--- src/rtl/tlc_pkg.sv ---
package tlc_pkg;

	// ****************************************************************
	// timing
	// ****************************************************************
	localparam int CORE_PERIOD_NS = 5;
	localparam int CORE_FREQ_KHZ = 200000;
	localparam int MCLK_LOSS_NS = 1000000;
	localparam int MCLK_LOSS_CYCLES = MCLK_LOSS_NS / CORE_PERIOD_NS;
	localparam int HW_RST_MIN_NS = 2000;
	localparam int HW_RST_CYCLES = (HW_RST_MIN_NS + CORE_PERIOD_NS - 1) / CORE_PERIOD_NS;
	localparam int PD_RECOVER_NS = 1000000;
	localparam int PD_RECOVER_CYCLES = (PD_RECOVER_NS + CORE_PERIOD_NS - 1) / CORE_PERIOD_NS;
	localparam logic [17:0] LINE_RATE_CLOCK_T1_KHZ = 18'h00608;
	localparam logic [17:0] LINE_RATE_CLOCK_E1_KHZ = 18'h00800;
	localparam logic [17:0] LINE_RATE_CLOCK_MOD_KHZ = 18'h30D40;
	localparam logic [6:0] TCLK_LOSS_TICKS = 7'h40;

	// ****************************************************************
	// pin synchroniser bit positions
	// ****************************************************************
	localparam int PIN_OE = 0;
	localparam int PIN_HWRST_N = 1;
	localparam int PIN_MCLK = 2;
	localparam int PIN_OC = 3;
	localparam int PIN_TCLK = 4;
	localparam int PIN_POS = 5;
	localparam int PIN_NEG = 6;
	localparam int PIN_COUNT = 7;

	// ****************************************************************
	// configuration codes and reset values
	// ****************************************************************
	localparam logic [2:0] TERM_COAX_INTERNAL = 3'h3;
	localparam logic [2:0] TERM_E1_EXTERNAL = 3'h7;
	localparam logic [2:0] TERM_TP_INTERNAL_MAX = 3'h6;
	localparam logic [4:0] SAMPLE_FIRST = 5'h01;
	localparam logic [4:0] SAMPLE_LAST = 5'h14;
	localparam logic [6:0] SAMPLE_RESET = 7'h00;

	typedef enum logic [1:0] {
		TLC_FMT_SINGLE_NRZ = 2'h0,
		TLC_FMT_DUAL_NRZ = 2'h1,
		TLC_FMT_DUAL_RZ = 2'h2
	} tlc_format_t;

	typedef enum logic [2:0] {
		TLC_PWR_ACTIVE = 3'h1,
		TLC_PWR_OFF = 3'h2,
		TLC_PWR_SETTLE = 3'h4
	} tlc_pwr_state_t;

	// ****************************************************************
	// standard transmit templates, sample 1 first
	// ****************************************************************
	typedef logic [0:19][6:0] tlc_tmpl_t;

	localparam tlc_tmpl_t TMPL_T1_SHORT = {7'h17, 7'h27, 7'h27, 7'h26, 7'h25, 7'h25, 7'h25,
		7'h24, 7'h23, 7'h4A, 7'h4A, 7'h49, 7'h47, 7'h45, 7'h44, 7'h43, 7'h42, 7'h41, 7'h00, 7'h00};
	localparam tlc_tmpl_t TMPL_T1_266 = {7'h1B, 7'h2E, 7'h2C, 7'h2A, 7'h29, 7'h28, 7'h27,
		7'h26, 7'h25, 7'h50, 7'h4F, 7'h4D, 7'h4A, 7'h48, 7'h46, 7'h44, 7'h43, 7'h42, 7'h41, 7'h00};
	localparam tlc_tmpl_t TMPL_T1_399 = {7'h1F, 7'h34, 7'h2F, 7'h2C, 7'h2B, 7'h2A, 7'h29,
		7'h28, 7'h25, 7'h57, 7'h53, 7'h50, 7'h4B, 7'h48, 7'h46, 7'h44, 7'h43, 7'h42, 7'h41, 7'h00};
	localparam tlc_tmpl_t TMPL_T1_533 = {7'h20, 7'h3B, 7'h35, 7'h2F, 7'h2E, 7'h2D, 7'h2C,
		7'h2A, 7'h28, 7'h58, 7'h58, 7'h53, 7'h4C, 7'h48, 7'h46, 7'h44, 7'h43, 7'h42, 7'h41, 7'h00};
	localparam tlc_tmpl_t TMPL_T1_655 = {7'h20, 7'h3F, 7'h38, 7'h33, 7'h2F, 7'h2E, 7'h2D,
		7'h2C, 7'h29, 7'h5F, 7'h5E, 7'h57, 7'h4F, 7'h49, 7'h47, 7'h44, 7'h43, 7'h42, 7'h41, 7'h00};
	localparam tlc_tmpl_t TMPL_E1_75 = {7'h00, 7'h00, 7'h00, 7'h0C, 7'h30, 7'h00, 7'h00,
		7'h00, 7'h00, 7'h00, 7'h00, 7'h00, 7'h00, 7'h00, 7'h00, 7'h00, 7'h00, 7'h00, 7'h00, 7'h00};
	localparam tlc_tmpl_t TMPL_E1_120 = {7'h00, 7'h00, 7'h00, 7'h0F, 7'h3C, 7'h00, 7'h00,
		7'h00, 7'h00, 7'h00, 7'h00, 7'h00, 7'h00, 7'h00, 7'h00, 7'h00, 7'h00, 7'h00, 7'h00, 7'h00};

	// index is the low three bits of the template select code
	localparam tlc_tmpl_t TMPL_TABLE [8] = '{TMPL_E1_75, TMPL_E1_120, TMPL_T1_SHORT, TMPL_T1_266,
		TMPL_T1_399, TMPL_T1_533, TMPL_T1_655, TMPL_T1_SHORT};

endpackage

--- src/rtl/tlc_rom_if.sv ---
`timescale 1ns/1ps
interface tlc_rom_if;
	logic [2:0] template_sel;
	logic [4:0] sample_index;
	logic [6:0] sample_value;

	modport requester
	(
		output template_sel,
		output sample_index,
		input sample_value
	);

	modport rom
	(
		input template_sel,
		input sample_index,
		output sample_value
	);
endinterface

--- src/rtl/tlc_template_rom.sv ---
`timescale 1ns/1ps
module tlc_template_rom
(
	input wire logic core_clk,
	input wire logic rst,
	tlc_rom_if.rom rom_port
);

	// ****************************************************************
	// registered read of the fixed sample table
	// ****************************************************************
	function automatic logic [6:0] tlc_lookup(input logic [2:0] sel, input logic [4:0] idx);
		logic [6:0] v;
		v = tlc_pkg::SAMPLE_RESET;
		if (idx >= tlc_pkg::SAMPLE_FIRST && idx <= tlc_pkg::SAMPLE_LAST)
			v = tlc_pkg::TMPL_TABLE[sel][idx - tlc_pkg::SAMPLE_FIRST];
		return v;
	endfunction

	always_ff @(posedge core_clk)
	begin
		if (rst)
			rom_port.sample_value <= tlc_pkg::SAMPLE_RESET;
		else
			rom_port.sample_value <= tlc_lookup(rom_port.template_sel, rom_port.sample_index);
	end
endmodule

--- src/rtl/tlc_line_driver.sv ---
`timescale 1ns/1ps
module tlc_line_driver
#(
	parameter int MCLK_LOSS_CYCLES = tlc_pkg::MCLK_LOSS_CYCLES,
	parameter int PD_RECOVER_CYCLES = tlc_pkg::PD_RECOVER_CYCLES
)
(
	input wire logic core_clk,
	input wire logic rst,
	input wire logic output_enable_pin,
	input wire logic hw_reset_pin_n,
	input wire logic global_soft_reset,
	input wire logic mclk_watch_in,
	input wire logic channel_soft_reset,
	input wire logic driver_enable,
	input wire logic overcurrent_hiz_select,
	input wire logic single_ended_select,
	input wire logic tx_power_down,
	input wire logic [2:0] termination_code,
	input wire logic e1_mode,
	input wire logic [1:0] tx_format,
	input wire logic remote_loopback,
	input wire logic internal_pattern_line_rate_clock,
	input wire logic overcurrent_edge_select,
	input wire logic overcurrent_irq_mask,
	input wire logic overcurrent_irq_clear,
	input wire logic tmf_show_overcurrent,
	input wire logic tx_overcurrent,
	input wire logic tx_system_clock,
	input wire logic tx_positive_rail_in,
	input wire logic tx_negative_rail_in,
	input wire logic [3:0] pulse_template_select,
	input wire logic [4:0] sample_index,
	output logic line_tip_out,
	output logic line_tip_oe,
	output logic line_ring_out,
	output logic line_ring_oe,
	output logic tx_multifunction_out,
	output logic tx_multifunction_oe,
	output logic tx_current_limit,
	output logic overcurrent_live_status,
	output logic overcurrent_irq_status,
	output logic irq_n,
	output logic tx_clock_loss_status,
	output logic mclk_loss_status,
	output logic tx_settling,
	output logic config_error,
	output logic [6:0] sample_value
);

	// ****************************************************************
	// pin synchronisers
	// ****************************************************************
	logic [tlc_pkg::PIN_COUNT-1:0] pin_raw;
	logic [tlc_pkg::PIN_COUNT-1:0] pin_s1_q;
	logic [tlc_pkg::PIN_COUNT-1:0] pin_s2_q;
	logic [tlc_pkg::PIN_COUNT-1:0] pin_s3_q;

	assign pin_raw = {tx_negative_rail_in, tx_positive_rail_in, tx_system_clock, tx_overcurrent,
		mclk_watch_in, hw_reset_pin_n, output_enable_pin};

	always_ff @(posedge core_clk)
	begin
		if (rst)
		begin
			pin_s1_q <= '0;
			pin_s2_q <= '0;
			pin_s3_q <= '0;
		end
		else
		begin
			pin_s1_q <= pin_raw;
			pin_s2_q <= pin_s1_q;
			pin_s3_q <= pin_s2_q;
		end
	end

	logic oe_pin_s;
	logic oc_s;
	logic mclk_edge;
	logic tclk_edge;

	assign oe_pin_s = pin_s2_q[tlc_pkg::PIN_OE];
	assign oc_s = pin_s2_q[tlc_pkg::PIN_OC];
	assign mclk_edge = pin_s2_q[tlc_pkg::PIN_MCLK] ^ pin_s3_q[tlc_pkg::PIN_MCLK];
	assign tclk_edge = pin_s2_q[tlc_pkg::PIN_TCLK] ^ pin_s3_q[tlc_pkg::PIN_TCLK];

	// ****************************************************************
	// master clock activity watch
	// ****************************************************************
	logic [17:0] mclk_idle_q;
	logic mclk_loss_q;

	always_ff @(posedge core_clk)
	begin
		if (rst)
			mclk_idle_q <= '0;
		else if (mclk_edge)
			mclk_idle_q <= '0;
		else if (!mclk_loss_q)
			mclk_idle_q <= mclk_idle_q + 18'h00001;
	end

	always_ff @(posedge core_clk)
	begin
		if (rst)
			mclk_loss_q <= 1'b0;
		else
			mclk_loss_q <= !mclk_edge && (mclk_idle_q >= 18'(MCLK_LOSS_CYCLES));
	end

	// ****************************************************************
	// reset events
	// ****************************************************************
	logic [9:0] hwrst_low_q;
	logic hwrst_long;
	logic drv_en_prev_q;
	logic reset_hiz_q;

	assign hwrst_long = hwrst_low_q > 10'(tlc_pkg::HW_RST_CYCLES);

	always_ff @(posedge core_clk)
	begin
		if (rst)
			hwrst_low_q <= '0;
		else if (pin_s2_q[tlc_pkg::PIN_HWRST_N])
			hwrst_low_q <= '0;
		else if (!hwrst_long)
			hwrst_low_q <= hwrst_low_q + 10'h001;
	end

	always_ff @(posedge core_clk)
	begin
		if (rst)
			drv_en_prev_q <= 1'b1;
		else
			drv_en_prev_q <= driver_enable;
	end

	// held until software enables the driver afresh; a new event beats the release
	always_ff @(posedge core_clk)
	begin
		if (rst)
			reset_hiz_q <= 1'b1;
		else if (hwrst_long || global_soft_reset || channel_soft_reset)
			reset_hiz_q <= 1'b1;
		else if (driver_enable && !drv_en_prev_q)
			reset_hiz_q <= 1'b0;
	end

	// ****************************************************************
	// line-rate tick and tx clock loss
	// ****************************************************************
	logic [17:0] line_rate_clock_acc_q;
	logic [17:0] line_rate_clock_sum;
	logic line_rate_clock_tick;
	logic [6:0] tclk_idle_q;
	logic tclk_watch;
	logic tclk_loss_q;
	tlc_pkg::tlc_pwr_state_t pwr_q;
	tlc_pkg::tlc_pwr_state_t pwr_d;
	logic [17:0] settle_q;

	assign line_rate_clock_sum = line_rate_clock_acc_q + (e1_mode ? tlc_pkg::LINE_RATE_CLOCK_E1_KHZ : tlc_pkg::LINE_RATE_CLOCK_T1_KHZ);
	assign line_rate_clock_tick = line_rate_clock_sum >= tlc_pkg::LINE_RATE_CLOCK_MOD_KHZ;
	assign tclk_watch = (tx_format == tlc_pkg::TLC_FMT_SINGLE_NRZ
		|| tx_format == tlc_pkg::TLC_FMT_DUAL_NRZ) && !remote_loopback && !internal_pattern_line_rate_clock;

	always_ff @(posedge core_clk)
	begin
		if (rst)
			line_rate_clock_acc_q <= '0;
		else if (line_rate_clock_tick)
			line_rate_clock_acc_q <= line_rate_clock_sum - tlc_pkg::LINE_RATE_CLOCK_MOD_KHZ;
		else
			line_rate_clock_acc_q <= line_rate_clock_sum;
	end

	always_ff @(posedge core_clk)
	begin
		if (rst || tclk_edge || !tclk_watch || pwr_q != tlc_pkg::TLC_PWR_ACTIVE)
			tclk_idle_q <= '0;
		else if (line_rate_clock_tick && !tclk_loss_q)
			tclk_idle_q <= tclk_idle_q + 7'h01;
	end

	always_ff @(posedge core_clk)
	begin
		if (rst)
			tclk_loss_q <= 1'b0;
		else
			tclk_loss_q <= tclk_idle_q > tlc_pkg::TCLK_LOSS_TICKS;
	end

	// ****************************************************************
	// power down and recovery
	// ****************************************************************
	always_comb
	begin
		pwr_d = pwr_q;
		case (pwr_q)
			tlc_pkg::TLC_PWR_ACTIVE:
				if (tx_power_down)
					pwr_d = tlc_pkg::TLC_PWR_OFF;
			tlc_pkg::TLC_PWR_OFF:
				if (!tx_power_down)
					pwr_d = tlc_pkg::TLC_PWR_SETTLE;
			tlc_pkg::TLC_PWR_SETTLE:
				if (tx_power_down)
					pwr_d = tlc_pkg::TLC_PWR_OFF;
				else if (settle_q == 18'h00001)
					pwr_d = tlc_pkg::TLC_PWR_ACTIVE;
			default:
				pwr_d = tlc_pkg::TLC_PWR_OFF;
		endcase
	end

	always_ff @(posedge core_clk)
	begin
		if (rst)
			pwr_q <= tlc_pkg::TLC_PWR_ACTIVE;
		else
			pwr_q <= pwr_d;
	end

	always_ff @(posedge core_clk)
	begin
		if (rst || pwr_q == tlc_pkg::TLC_PWR_OFF)
			settle_q <= 18'(PD_RECOVER_CYCLES);
		else if (pwr_q == tlc_pkg::TLC_PWR_SETTLE)
			settle_q <= settle_q - 18'h00001;
	end

	// ****************************************************************
	// over-current status and interrupt
	// ****************************************************************
	logic oc_live_q;
	logic oc_irq_q;
	logic oc_event;

	assign oc_event = overcurrent_edge_select ? (oc_s != oc_live_q) : (oc_s && !oc_live_q);

	always_ff @(posedge core_clk)
	begin
		if (rst)
			oc_live_q <= 1'b0;
		else
			oc_live_q <= oc_s;
	end

	// a new edge wins over a clear in the same cycle
	always_ff @(posedge core_clk)
	begin
		if (rst)
			oc_irq_q <= 1'b0;
		else if (oc_event)
			oc_irq_q <= 1'b1;
		else if (overcurrent_irq_clear)
			oc_irq_q <= 1'b0;
	end

	always_ff @(posedge core_clk)
	begin
		if (rst)
			irq_n <= 1'b1;
		else
			irq_n <= !(oc_irq_q && !overcurrent_irq_mask);
	end

	assign overcurrent_live_status = oc_live_q;
	assign overcurrent_irq_status = oc_irq_q;

	// ****************************************************************
	// high impedance decision and line outputs
	// ****************************************************************
	logic hiz_d;
	logic pd_active;
	logic tip_d;
	logic ring_d;

	assign pd_active = pwr_q != tlc_pkg::TLC_PWR_ACTIVE;
	assign hiz_d = !oe_pin_s || !driver_enable || mclk_loss_q || reset_hiz_q || tclk_loss_q
		|| pd_active || (oc_s && overcurrent_hiz_select);

	// rail data is zeroed while the transmitter is off
	always_comb
	begin
		tip_d = 1'b0;
		ring_d = 1'b0;
		if (!pd_active)
		begin
			tip_d = pin_s2_q[tlc_pkg::PIN_POS];
			if (tx_format != tlc_pkg::TLC_FMT_SINGLE_NRZ)
				ring_d = pin_s2_q[tlc_pkg::PIN_NEG];
		end
	end

	always_ff @(posedge core_clk)
	begin
		if (rst)
		begin
			line_tip_oe <= 1'b0;
			line_ring_oe <= 1'b0;
			line_tip_out <= 1'b0;
			line_ring_out <= 1'b0;
		end
		else
		begin
			line_tip_oe <= !hiz_d;
			line_ring_oe <= !hiz_d && !single_ended_select;
			line_tip_out <= tip_d;
			line_ring_out <= ring_d;
		end
	end

	always_ff @(posedge core_clk)
	begin
		if (rst)
			tx_current_limit <= 1'b0;
		else
			tx_current_limit <= oc_s && !overcurrent_hiz_select;
	end

	always_ff @(posedge core_clk)
	begin
		if (rst)
		begin
			tx_multifunction_out <= 1'b0;
			tx_multifunction_oe <= 1'b0;
		end
		else
		begin
			tx_multifunction_out <= tmf_show_overcurrent && oc_s;
			tx_multifunction_oe <= !pd_active;
		end
	end

	// ****************************************************************
	// status outputs and configuration check
	// ****************************************************************
	always_ff @(posedge core_clk)
	begin
		if (rst)
		begin
			tx_clock_loss_status <= 1'b0;
			mclk_loss_status <= 1'b0;
			tx_settling <= 1'b0;
			config_error <= 1'b0;
		end
		else
		begin
			tx_clock_loss_status <= tclk_loss_q;
			mclk_loss_status <= mclk_loss_q;
			tx_settling <= pwr_q == tlc_pkg::TLC_PWR_SETTLE;
			config_error <= (single_ended_select
				&& termination_code != tlc_pkg::TERM_COAX_INTERNAL)
				|| (!e1_mode && termination_code == tlc_pkg::TERM_E1_EXTERNAL);
		end
	end

	// ****************************************************************
	// template read port
	// ****************************************************************
	tlc_rom_if rom_bus ();

	assign rom_bus.template_sel = pulse_template_select[2:0];
	assign rom_bus.sample_index = sample_index;
	assign sample_value = rom_bus.sample_value;

	tlc_template_rom u_rom
	(
		.core_clk(core_clk),
		.rst(rst),
		.rom_port(rom_bus.rom)
	);
endmodule

--- config.mk ---
export PLATFORM = sky130hd
export DESIGN_NAME = tlc_line_driver
export DESIGN_NICKNAME = d
export VERILOG_FILES = /design/src/rtl/tlc_pkg.sv /design/src/rtl/tlc_rom_if.sv /design/src/rtl/tlc_template_rom.sv /design/src/rtl/tlc_line_driver.sv
export SDC_FILE = /design/constraint.sdc
export NUM_CORES = 1
export LEC_CHECK = 0
export BUFFER_PORTS_ARGS = -buffer_cell sky130_fd_sc_hd__buf_2
export CORE_MARGIN = 2
export CORE_UTILIZATION = 61
export DETAILED_ROUTE_END_ITERATION = 10
export PLACE_DENSITY = 0.89
export SETUP_SLACK_MARGIN = 0.4
export SYNTH_ARGS = -nofsm -noshare
export SYNTH_HDL_FRONTEND = slang
export SYNTH_SLANG_ARGS = --single-unit
--- constraint.sdc ---
create_clock -name core_clk -period 7.3 [get_ports core_clk]
set_input_delay 1.095 -clock core_clk [delete_from_list [all_inputs] [get_ports core_clk]]
set_output_delay 1.095 -clock core_clk [all_outputs]
set_load 0.01 [all_outputs]
After elaboration in Yosys (flattened, before gate mapping). Memories as Yosys holds them, arrays and structs flattened. Cells that the tools add are included.

Output and inout port bits: 21. Memories: 1. Input bits: 36. Memory bits (read-only): 1120. Register bits after elaboration: 118. Logic and storage cells: 131.

Memory list: (name not given) (depth 8, bits a word 140, rd ports 1, clocked after memory_dff 0, wr ports 0, RTL line tlc_template_rom.sv:16) `v = tlc_pkg::TMPL_TABLE[sel][idx - tlc_pkg::SAMPLE_FIRST];`.

Bitwise operators: 6. Reductions and logical operators: 54. Mux-type cells: 15. Equal/unequal tests: 12. Order comparisons: 8. Add/sub/neg operators: 7.

Operator list (count): $mux 140 (2); $ge 18x18->1 const B (2); $bmux 7 s5 (1); $add 18x1->18 const B (1); $add 18x12->18 (1); $eq 18x1->1 const B (1); $mux 18 (1); $sub 18x1->18 const B (1); $sub 18x18->18 const B (1); $logic_not 1->1 (16); $logic_and 1x1->1 (14); $logic_or 1x1->1 (14); $mux 7 (2); $mux 12 (1); $mux 3 (4); $add 10x1->10 const B (1); $gt 10x9->1 const B (1); $reduce_or 2->1 (5); $pmux 3 s3 (1); $add 7x1->7 const B (1); $gt 7x7->1 const B (1); $eq 3x3->1 const B (2); $ge 6x6->1 const B (1); $not 5->6 (1); 20 further kinds (26).

Longest topological paths before layout. Gate-level depths: netlist of run 1.

Word-level depth: 9. Gate-level depth with buffers: 14. Gate-level depth less buffers: 13.

By module. A second synthesis of run 1 with hierarchy kept.

Cells, all modules: 747. Area total of the unflattened synthesis: 6334.8 um^2.

Modules (own cells, without submodules): tlc_line_driver (instances 1, area an instance 4918.5 um^2, seq. area each 2102.0 um^2, cells an instance 549); tlc_template_rom (instances 1, area an instance 1416.4 um^2, seq. area each 140.1 um^2, cells an instance 198).

Worst setup path before layout of run 1. No wires, ideal clock.

Path kind: input to register. From: in e1_mode. To: reg tclk_idle_q[3]. Setup time: 0.074 ns. Stages on the path: 13. Slack: 3.562 ns. Buffers on the path: 1. Data required time: 7.226 ns. Arrival time: 3.664 ns. Cell sequence: inv_1 > ha_1 > ha_1 > and3_1 > buf_6 > xnor2_1 > ha_1 > a211o_1 > nand4b_1 > a31oi_2 > a31o_4 > or3_1 > a21oi_1.

Longest elaborated chain between the ends: 4.

RTL lines: from (decl) (RTL line tlc_line_driver.sv:20) `input wire logic e1_mode,`; $mux 12 (RTL line tlc_line_driver.sv:164) `assign line_rate_clock_sum = line_rate_clock_acc_q + (e1_mode ? tlc_pkg::LINE_RATE_CLOCK_E1_KHZ : tlc_pkg::LIN ...`; $add 18x12->18 (RTL line tlc_line_driver.sv:164); $ge 18x18->1 (RTL line tlc_line_driver.sv:165) `assign line_rate_clock_tick = line_rate_clock_sum >= tlc_pkg::LINE_RATE_CLOCK_MOD_KHZ;`; $logic_and 1x1->1 (RTL line tlc_line_driver.sv:183) `else if (line_rate_clock_tick && !tclk_loss_q)`; to (signal assigned) (RTL line tlc_line_driver.sv:184) `tclk_idle_q <= tclk_idle_q + 7'h01;`; to (decl) (RTL line tlc_line_driver.sv:157) `logic [6:0] tclk_idle_q;`.

No other way between the ends. A chain may end at the register's enable or synchronous reset.

Worst setup path in the final report of run 1.
From: in e1_mode. To: reg line_rate_clock_acc_q[10].

Longest elaborated chain between the ends: 4. Elaborated cells between the ends (all ways): 5. Those cells by class: add/sub (2); order compare (1); mux (2).

RTL lines: $mux 12 * (RTL line tlc_line_driver.sv:164); $add 18x12->18 * (RTL line tlc_line_driver.sv:164); $sub 18x18->18 or $ge 18x18->1 (tied branches) (RTL line tlc_line_driver.sv:174, tlc_line_driver.sv:165); $mux 18 * (RTL line tlc_line_driver.sv:173) `else if (line_rate_clock_tick)`; to (signal assigned) (RTL line tlc_line_driver.sv:174) `line_rate_clock_acc_q <= line_rate_clock_sum - tlc_pkg::LINE_RATE_CLOCK_MOD_KHZ;`; to (signal assigned) (RTL line tlc_line_driver.sv:176) `line_rate_clock_acc_q <= line_rate_clock_sum;`; to (decl) (RTL line tlc_line_driver.sv:154) `logic [17:0] line_rate_clock_acc_q;`.

Mark *: on every way between the ends. The rest lies on a longest branch, timed or not.

==> reports/results.tsv, run 1 <==
stage	metric	value	unit
cells_and_area	final_common_cell	dfxtp_1	
detailed_routing	routed_wl	13.62	mm
grt	antenna_found_initial	0	
timing	hold_violations	0	
pwr	power.total	1.251	mW
grt	grt_usage	24.95	%
timing	setup_tns	0	ns
detailed_routing	antenna_left	0	
logic_synthesis	yosys.area_share.simple	25.69	%
detailed_routing	vias_per_cell	5.966	
floorplanning	rows	36	
logic_synthesis	syn_nets	804	
place	port_buffers	55	
logic_synthesis	synth-seq-cells	112	
critical_path	crit_chain	buf_2 > inv_1 > ha_1 > ha_1 > and3_1 > xnor2_1 > ha_1 > nor2_1 > a32oi_1 > nand4b_1 > a31oi_2 > a31oi_2 > a21o_1 > a21oi_1	
cells_and_area	drive_above_1_share	13.27	%
timing	slew_headroom	39.72	%
place	place_ws	2.837	ns
logic_synthesis	seq_area_frac_synth	36.28	%
logic_synthesis	async_reset_ff_share	0	%
place	dp_hpwl	9.694	mm
logic_synthesis	synth_cells	743	
critical_path	endpoint_kind	register	
logic_synthesis	synth_area_leaders	dfxtp_1, nor2_1, ha_1, a21oi_1, xor2_1	
clock_network	cts-hold-fix-buffers	0	
cells_and_area	final_cell_mix	dfxtp_1, nor2_1, nand2_1, a21oi_1, buf_2	
clock_network	post-cts-setup-buffers	0	
pwr	vdd_drop_max	124.2	uV
critical_path	worstSetupPathType	primary input to register	
grt	grt_pass1_vias	5183	
critical_path	arrival	4.53	ns
timing	tightest_slew	0.8999	ns
cells_and_area	num-fill-cells	838	
clock_network	cts_resized	0	
floorplanning	initial_utilization	62.93	%
critical_path	slowest_delay	0.55	ns
worst_hold_path	hold_class	register to register	
timing	period_share	57.78	%
grt	grt_max_degree	54	
detailed_routing	drc	0	
floorplanning	die_height	104.7	microns
clock_network	clkTransAtPathRegs	0.11	ns
critical_path	path_max_fanout	10	
floorplanning	die-area	10950	sq um
timing	clock.fmax	237.1	MHz
timing	setup_viol	0	
logic_synthesis	synth_mux_area_share	1.053	%
logic_synthesis	synth_compound_area_share	19.13	%
clock_network	cts_max_level	3	
cells_and_area	fin_area	6690	sq um
clock_network	clk_latency	0.39	ns
critical_path	cp_slowest_cell	a31oi_2	
logic_synthesis	synthesis.area	6180	sq um
timing	layout_setup_ws	3.082	ns
run	cap_viol_max_count	0	
cells_and_area	multiInputGateArea	3664	sq um
critical_path	cp_data_required_time	7.61	ns
cells_and_area	nNetsFinal	840	
timing	period_needed	4.218	ns
clock_network	root_buffer	clkbuf_8	
place	gp_congestion	0.9272	
logic_synthesis	synth_edf_count	0	
detailed_routing	route.detailed.wl_per_inst	14.85	microns
outcome	status	complete, no violations	
detailed_routing	drt_iter0_drc	317	
cells_and_area	antenna_cells	0	
logic_synthesis	synth_top_area_share	36.28	%
cells_and_area	area_growth	8.261	%
timing	skew	0.009347	ns
detailed_routing	dr.pass1.iters	5	
logic_synthesis	yosysUniqueCellTypes	79	
logic_synthesis	yosysTopAreaCell	dfxtp_1	
grt	grt_pass1_wl	22.93	mm
pwr	total_leakage_power	2.539	nW
logic_synthesis	ys.flop_type	dfxtp_1	
logic_synthesis	synth_top_family_by_area	simple AND/OR/NAND/NOR gates	
critical_path	cpMostUsedCell	ha_1	
logic_synthesis	synthAdderAreaFrac	5.224	%
floorplanning	coreArea	9819	sq um
floorplanning	die_w	104.7	microns
clock_network	numClockSinks	112	
pwr	powerDensity	187.0	nW/um^2
place	place_area	6494	sq um
timing	grt_setup_unrepaired	false	
detailed_routing	vias	5471	
clock_network	cts_buffers	9	
grt	grt_remaining_overflow	0	
timing	drv_slew	0	
logic_synthesis	ys_warn_count	0	
logic_synthesis	avgSynthCellArea	8.317	sq um
critical_path	cp-start-kind	primary input	
clock_network	cts_tree	built	
clock_network	clk_path_buf_depth	2	
cells_and_area	ff_latch_area	2242	sq um
logic_synthesis	synthXorXnorAreaFrac	8.180	%
floorplanning	pin_count	57	
power by group:
group          switching (mW)  total [mW]  internal (mW)
Combinational           0.151       0.242         0.0907
Sequential             0.0141       0.644          0.630
Clock                   0.229       0.365          0.136
Total                   0.395        1.25          0.856
synthesized netlist by cell type, types with 3 or more instances:
| cell type | count |
|---|---|
| xor2_1 | 30 |
| a21oi_1 | 55 |
| buf_6 | 3 |
| or4_1 | 5 |
| nor3_1 | 21 |
| nand2b_1 | 9 |
| nand4_1 | 12 |
| nor4_1 | 9 |
| a211oi_1 | 9 |
| dfxtp_1 | 112 |
| nor2_1 | 84 |
| a211o_1 | 6 |
| buf_1 | 3 |
| nand3b_1 | 4 |
| nor3b_1 | 3 |
| or2_2 | 3 |
| nor2b_1 | 29 |
| inv_1 | 31 |
| or3_1 | 9 |
| a21o_1 | 5 |
| xnor2_1 | 24 |
| nand3_1 | 29 |
| clkbuf_1 | 24 |
| a311oi_1 | 7 |
| and2_1 | 4 |
| o31ai_1 | 4 |
| o21ai_0 | 40 |
| nand2_1 | 57 |
| ha_1 | 25 |
| and3_1 | 12 |
| o211ai_1 | 4 |
| nand4b_1 | 6 |
| a31oi_1 | 6 |
registers in the layout (all words and copies together) (netlist names), 3 cells and up:
signal	count
line_rate_clock_acc_q	15
pin_s2_q	7
settle_q	18
hwrst_low_q	10
pin_s1_q	7
pwr_q	3
mclk_idle_q	18
u_rom.rom_port.sample_value	7
pin_s3_q	3
tclk_idle_q	7
final timing paths:
kind	startpoint	endpoint	slack (ns)	depth (start not counted)
worst min-delay path	overcurrent_irq_status	irq_n	0.42	1
worst min register to register	overcurrent_irq_status	irq_n	0.42	1
worst max register to register	line_rate_clock_acc_q[3]	line_rate_clock_acc_q[10]	3.75	12
worst max-delay path	e1_mode	line_rate_clock_acc_q[10]	3.08	14
worst max-delay path: cells and delay by family:
| kind | cells | cell delay, ns |
|---|---|---|
| AOI/OAI and AO/OA | 5 | 1.51 |
| adders and majority gates | 3 | 0.85 |
| and+or+nand+nor | 3 | 0.64 |
| buffers and inverters | 2 | 0.24 |
| xor gates and xnor gates | 1 | 0.17 |
layer usage:
| layer | track usage [%] | routed length [microns] |
|---|---|---|
| met3 | 5.677 | 930 |
| met5 | 0 | 0 |
| met1 | 30.18 | 5728 |
| met4 | 8.667 | 268 |
| met2 | 43.56 | 6692 |
stage by stage:
step	cells	util [%]	hold WS [ns]
after CTS	917	68.13	0.4138
after floorplan	743	-	0.4057
final	917	68.13	0.4175
after detailed placement	901	66.13	0.3875
after global routing	917	68.13	0.4541
after global placement	901	66.13	0.3921
kinds of logic (layout without fill, tap and decap cells):
family / Yosys count / in the layout
compound gates: 171 / 171
mux: 4 / 4
simple gates: 308 / 308
fa+ha+maj: 26 / 26
flops: 112 / 112
xor+xnor: 56 / 56
buf+inv: 66 / 107
cell type report:
class	count	area share, %
clock buffer	9	1.852
sequential	112	33.51
multi-input combinational	565	54.76
timing repair buffer	58	4.451
clock inverter	7	1.085
inverter	33	1.852
tap	133	2.487
Power figures use the tool's default switching activity.
==> inputs of run 2 (changes only) <==
- CORE_UTILIZATION: 61 -> 54
- PLACE_DENSITY: 0.89 -> 0.83
- clock period: 7.3 -> 3.6 ns (I/O delays scaled with it)
==> reports/results.tsv, run 2 (same netlist as run 1, synthesis figures left out) <==
stage	metric	value	unit	change
outcome	status	complete, no violations		
detailed_routing	vias_per_cell	5.756		-3.5%
grt	grt_pass1_vias	4875		-5.9%
critical_path	slowest_delay	0.33	ns	-0.22 ns
clock_network	cts_tree	built		
critical_path	path_buf_inv	3		+1
floorplanning	pin_count	57		unchanged
pwr	total_leakage_power	2.623	nW	+3.3%
timing	hold-worst-slack	0.3521	ns	-0.06531 ns
cells_and_area	final_cell_mix	dfxtp_1, nor2_1, nand2_1, a21oi_1, buf_2		
critical_path	cp_top_family	adder cells		
floorplanning	die_height	111.0	microns	+6.0%
place	dp_hpwl	9.141	mm	-5.7%
place	gp_congestion	0.9436		+1.8%
cells_and_area	area_growth	11.30	%	
grt	busiest_layer	met2		
timing	setup_viol	0		unchanged
timing	slew_headroom	37.91	%	-1.8 points
critical_path	rrSetupSlack	0.73	ns	-3.02 ns
detailed_routing	drc	0		unchanged
clock_network	root_buffer	clkbuf_16		
grt	met2_usage	34.60	%	-9.0 points
detailed_routing	routed_wl	12.99	mm	-4.6%
floorplanning	coreArea	11270	sq um	+15%
timing	grt_setup_unrepaired	false		
critical_path	cp-start-kind	primary input		
clock_network	cts_max_level	3		unchanged
clock_network	clk_latency	0.35	ns	-0.04 ns
worst_hold_path	hold_class	primary input to register		
timing	tightest_slew	0.9270	ns	+0.02705 ns
grt	grt_max_degree	39		-28%
cells_and_area	num-fill-cells	992		+18%
timing	period_share	83.23	%	
floorplanning	rows	39		+8.3%
grt	grt_remaining_overflow	0		unchanged
floorplanning	die_w	111.0	microns	+6.0%
cells_and_area	final_common_cell	dfxtp_1		
grt	antenna_found_initial	0		unchanged
timing	setup_tns	0	ns	unchanged
critical_path	worstSetupPathType	primary input to register		
detailed_routing	vias	5376		-1.7%
cells_and_area	antenna_cells	0		unchanged
timing	drv_slew	0		unchanged
cells_and_area	reg.largest.list	mclk_idle_q (18), settle_q (18), line_rate_clock_acc_q (15)		
clock_network	post-cts-setup-buffers	0		unchanged
detailed_routing	route.detailed.wl_per_inst	13.91	microns	-6.4%
timing	hold_violations	0		unchanged
critical_path	arrival	3.23	ns	-1.30 ns
clock_network	cts_buffers	9		unchanged
grt	grt_pass1_wl	22.31	mm	-2.7%
timing	period_needed	2.996	ns	
floorplanning	initial_utilization	54.82	%	-8.1 points
critical_path	cp_data_required_time	3.84	ns	-3.77 ns
clock_network	clk_path_buf_depth	2		unchanged
detailed_routing	drt_iter0_drc	323		+1.9%
cells_and_area	drive_above_1_share	14.16	%	+0.89 points
clock_network	cts-hold-fix-buffers	0		unchanged
floorplanning	die-area	12320	sq um	+12%
critical_path	crit_chain	buf_2 > inv_1 > ha_1 > ha_1 > and3_1 > xnor2_1 > ha_1 > nor2_1 > a32oi_1 > nand4b_1 > a31oi_4 > buf_4 > a311oi_1 > xnor2_1 > nor2_1		
grt	use_met1	28.73	%	-1.4 points
timing	skew	0.008444	ns	-0.0009034 ns
grt	grt_usage	21.49	%	-3.5 points
run	cap_viol_max_count	0		unchanged
clock_network	clkTransAtPathRegs	0.07	ns	-0.04 ns
grt	grt_use_met3	4.866	%	-0.81 points
pwr	vdd_drop_max	322.6	uV	+160%
detailed_routing	dr.pass1.iters	4		-1
cells_and_area	nNetsFinal	847		+0.83%
critical_path	cp_slowest_cell	a31oi_4		
place	port_buffers	55		unchanged
timing	clock.fmax	333.7	MHz	
critical_path	path_max_fanout	6		-4
clock_network	numClockSinks	112		unchanged
critical_path	endpoint_kind	register		
pwr	powerDensity	405.2	nW/um^2	+120%
detailed_routing	antenna_left	0		unchanged
critical_path	cpMostUsedCell	ha_1		
==> run 2: cell count changes in the layout (fill, tap and decap cells not counted), sizes merged <==
| cell | previous run | this run |
|---|---|---|
| clkinv | 4 | 6 |
| buf | 58 | 65 |
| inv | 36 | 31 |
| clkbuf | 9 | 12 |
==> run 2: cell type report <==
| cell class | instances | area (sq um) | share of cell area (%) |
|---|---|---|---|
| Multi-Input combinational cell | 565 | 3689 | 53.63 |
| Timing Repair Buffer | 65 | 350.3 | 5.094 |
| Inverter | 33 | 123.9 | 1.801 |
| Sequential cell | 112 | 2242 | 32.60 |
| Clock inverter | 4 | 27.53 | 0.4002 |
| Tap cell | 143 | 178.9 | 2.601 |
| Clock buffer | 12 | 266.5 | 3.875 |
==> run 2: worst paths after layout <==
kind,start,to,cells past startpoint
hold / removal,single_ended_select,line_ring_oe,2
setup / recovery,e1_mode,line_rate_clock_acc_q[11],15
hold reg to reg,overcurrent_irq_status,irq_n,1
setup reg to reg,line_rate_clock_acc_q[3],line_rate_clock_acc_q[11],13
==> run 2: report_power, final <==
| group | leakage, nW | internal (mW) | switching (mW) |
|---|---|---|---|
| sequential | 0.911 | 1.28 | 0.0279 |
| combinational | 1.56 | 0.201 | 0.312 |
| clock | 0.149 | 0.527 | 0.443 |
==> run 2: timing repair <==
action,in CTS,in global routing
endpoints found under the setup margin,0,12
resized for setup,0,3
hold endpoints to repair,0,0
==> run 2: metal layers <==
metal	share of wire [%]	up-vias
met5	0	-
met4	1.5	0
met3	5.7	15
met2	47	146
met1	46	2493
li1	-	2722
==> run 2: per-stage QoR <==
step	instances	setup slack [ns]	total power, mW	util [%]	cell area (sq um)
after floorplan	743	0.4168	1.693	-	6180
after global placement	918	0.2643	1.816	58.19	6559
after detailed placement	918	0.1914	1.824	58.19	6559
after CTS	934	0.5492	2.792	60.79	6853
after global routing	934	0.3582	2.917	61.02	6878
final	934	0.6037	2.787	61.02	6878
==> inputs of run 3 (changes only) <==
- CORE_UTILIZATION: 54 -> 60
- PLACE_DENSITY: 0.83 -> 0.87
- clock period: 3.6 -> 3 ns (I/O delays scaled with it)
==> reports/results.tsv, run 3 (same netlist as run 1, synthesis figures left out) <==
stage	metric	value	unit	change
detailed_routing	dr.pass1.iters	5		+1
grt	grt_pass1_wl	24.76	mm	+11%
cells_and_area	area_growth	16.68	%	
cells_and_area	fin_cells	958		+2.6%
timing	layout_setup_ws	0.3409	ns	-0.2628 ns
cells_and_area	fin_area	7211	sq um	+4.8%
critical_path	arrival	2.92	ns	-0.31 ns
place	gp_congestion	0.8956		-5.1%
pwr	vdd_drop_max	295.1	uV	-8.5%
timing	period_share	88.64	%	
timing	drv_slew	0		unchanged
pwr	internal_power	2.345	mW	+17%
grt	grt_usage	26.93	%	+5.4 points
timing	period_needed	2.659	ns	
floorplanning	die_w	105.5	microns	-4.9%
detailed_routing	drc	0		unchanged
critical_path	slowest_delay	0.47	ns	+0.14 ns
clock_network	clk_latency	0.38	ns	+0.03 ns
cells_and_area	multiInputGateArea	3817	sq um	+3.5%
timing	grt_setup_unrepaired	true		
timing	clock.fmax	376.1	MHz	
timing	hold_violations	0		unchanged
place	port_buffers	55		unchanged
floorplanning	die-area	11130	sq um	-9.6%
pwr	powerDensity	471.7	nW/um^2	+16%
detailed_routing	vias	5809		+8.1%
critical_path	endpoint_kind	register		
floorplanning	die_height	105.5	microns	-4.9%
cells_and_area	nNetsFinal	878		+3.7%
detailed_routing	routed_wl	15.76	mm	+21%
pwr	p_switching	1.056	mW	+35%
clock_network	cts_tree	built		
detailed_routing	drt_iter0_drc	354		+9.6%
place	dp_hpwl	10.71	mm	+17%
pwr	seqPwrFrac	46.1	%	-0.7 points
clock_network	cts_max_level	3		unchanged
critical_path	cp_slowest_cell	a311oi_4		
detailed_routing	route.detailed.wl_per_inst	16.46	microns	+18%
cells_and_area	drive_above_1_share	19.83	%	+5.7 points
cells_and_area	num-fill-cells	762		-23%
pwr	swShare	31.04	%	+2.9 points
grt	grt_max_degree	38		-2.6%
critical_path	crit_chain	ha_2 > a211oi_2 > a21boi_1 > nand2b_1 > o221ai_4 > buf_12 > a311oi_4 > mux2i_1 > nor2_1		
pwr	total_leakage_power	2.741	nW	+4.5%
clock_network	root_buffer	clkbuf_8		
critical_path	worstSetupPathType	register to register		
grt	antenna_found_initial	0		unchanged
outcome	status	complete, no violations		
detailed_routing	antenna_left	0		unchanged
grt	grt_pass1_vias	5458		+12%
timing	slew_headroom	39.95	%	+2.0 points
cells_and_area	ff_latch_area	2246	sq um	+0.17%
place	dpl.cell_count	931		+1.4%
clock_network	clk_path_buf_depth	2		unchanged
floorplanning	coreArea	10140	sq um	-10%
clock_network	cts_buffers	9		unchanged
grt	grt_remaining_overflow	0		unchanged
pwr	p_comb_share	25.7	%	+7.3 points
clock_network	clkTransAtPathRegs	0.11	ns	+0.04 ns
timing	hold-worst-slack	0.2256	ns	-0.1266 ns
cells_and_area	antenna_cells	0		unchanged
timing	skew	0.01201	ns	+0.003570 ns
timing	setup_viol	0		unchanged
run	cap_viol_max_count	0		unchanged
cells_and_area	final_cell_mix	dfxtp_1, nor2_1, nand2_1, buf_2, a21oi_1		
floorplanning	rows	37		-5.1%
clock_network	numClockSinks	112		unchanged
detailed_routing	vias_per_cell	6.064		+5.3%
cells_and_area	final_common_cell	dfxtp_1		
place	place_area	6774	sq um	+3.3%
worst_hold_path	hold_class	primary input to register		
critical_path	cp-start-kind	register		
pwr	pwr-share-clk	28.1	%	-6.7 points
timing	tightest_slew	0.8965	ns	-0.03046 ns
cells_and_area	reg.largest.list	mclk_idle_q (18), settle_q (18), line_rate_clock_acc_q (15)		
critical_path	path_max_fanout	8		+2
floorplanning	initial_utilization	60.95	%	+6.1 points
critical_path	cp_data_required_time	3.26	ns	-0.58 ns
floorplanning	pin_count	57		unchanged
place	place_ws	-0.1223	ns	-0.3136 ns
[run 3: cell types whose count changed in the layout (fill, tap and decap cells not counted), sizes merged]
| cell | before | now |
|---|---|---|
| a31oi | 8 | 9 |
| buf | 65 | 95 |
| bufinv | 0 | 1 |
| clkbuf | 12 | 9 |
| clkinv | 6 | 5 |
| clkinvlp | 0 | 1 |
| inv | 31 | 33 |
[run 3: worst paths after layout]
kind	start	depth (start not counted)	end	slack [ns]
worst max-delay path	line_rate_clock_acc_q[10]	9	tclk_idle_q[1]	0.34
worst min-delay path	single_ended_select	2	line_ring_oe	0.23
worst max register to register	line_rate_clock_acc_q[10]	9	tclk_idle_q[1]	0.34
worst min register to register	pin_s1_q[3]	1	pin_s2_q[3]	0.45
[run 3: timing repair]
action / 4_1_cts / 5_1_grt
hold buffers: 0 / 0
gates cloned: 0 / 1
pin swaps: 7 / 9
setup buffers: 2 / 8
gates resized for setup: 5 / 24
endpoints found under the setup margin: 12 / 22
[run 3: power by group through the flow]
| stage | clock, mW | combinational [mW] | sequential, mW |
|---|---|---|---|
| 6_report | 0.956 | 0.876 | 1.57 |
| 5_1_grt | 1.02 | 0.938 | 1.58 |
| 4_1_cts | 0.970 | 0.708 | 1.57 |
| 3_5_place_dp | 0 | 0.671 | 1.60 |
| 3_3_place_gp | 0 | 0.647 | 1.60 |
| 2_1_floorplan | 0 | 0.455 | 1.60 |
[run 3: final cells by class]
cell class / instances / area share, %
sequential: 112 / 31.15
multi-input combinational: 566 / 52.94
clock buffer: 9 / 1.718
clock inverter: 7 / 1.215
tap: 136 / 2.360
timing repair buffer: 95 / 8.850
inverter: 33 / 1.770
[run 3: per-layer routing]
metal	up-vias	global-route usage (%)	share of wire [%]	wire (microns)
met4	0	10.38	3.3	523
met2	226	46.04	50	7860
met3	46	5.318	5.1	807
met5	-	0	0	0
met1	2751	33.36	42	6573
li1	2786	-	-	-
[run 3: critical path, delay by kind of cell (launching register included)]
family / cells / cell delay [ns]
flip-flops: 1 / 0.34
AND/OR/NAND/NOR: 2 / 0.27
multiplexers: 1 / 0.23
AO/OA/AOI/OAI: 4 / 1.19
buffers and inverters: 1 / 0.17
adder cells (fa/ha/maj): 1 / 0.32
[run 3: metrics by stage]
step	util [%]	power (mW)	TNS [ns]
6_report	71.12	3.401	0
5_1_grt	71.12	3.538	0
4_1_cts	69.30	3.247	0
3_5_place_dp	66.81	2.273	-0.5384
3_3_place_gp	66.81	2.246	-0.02923
2_1_floorplan	-	2.051	0
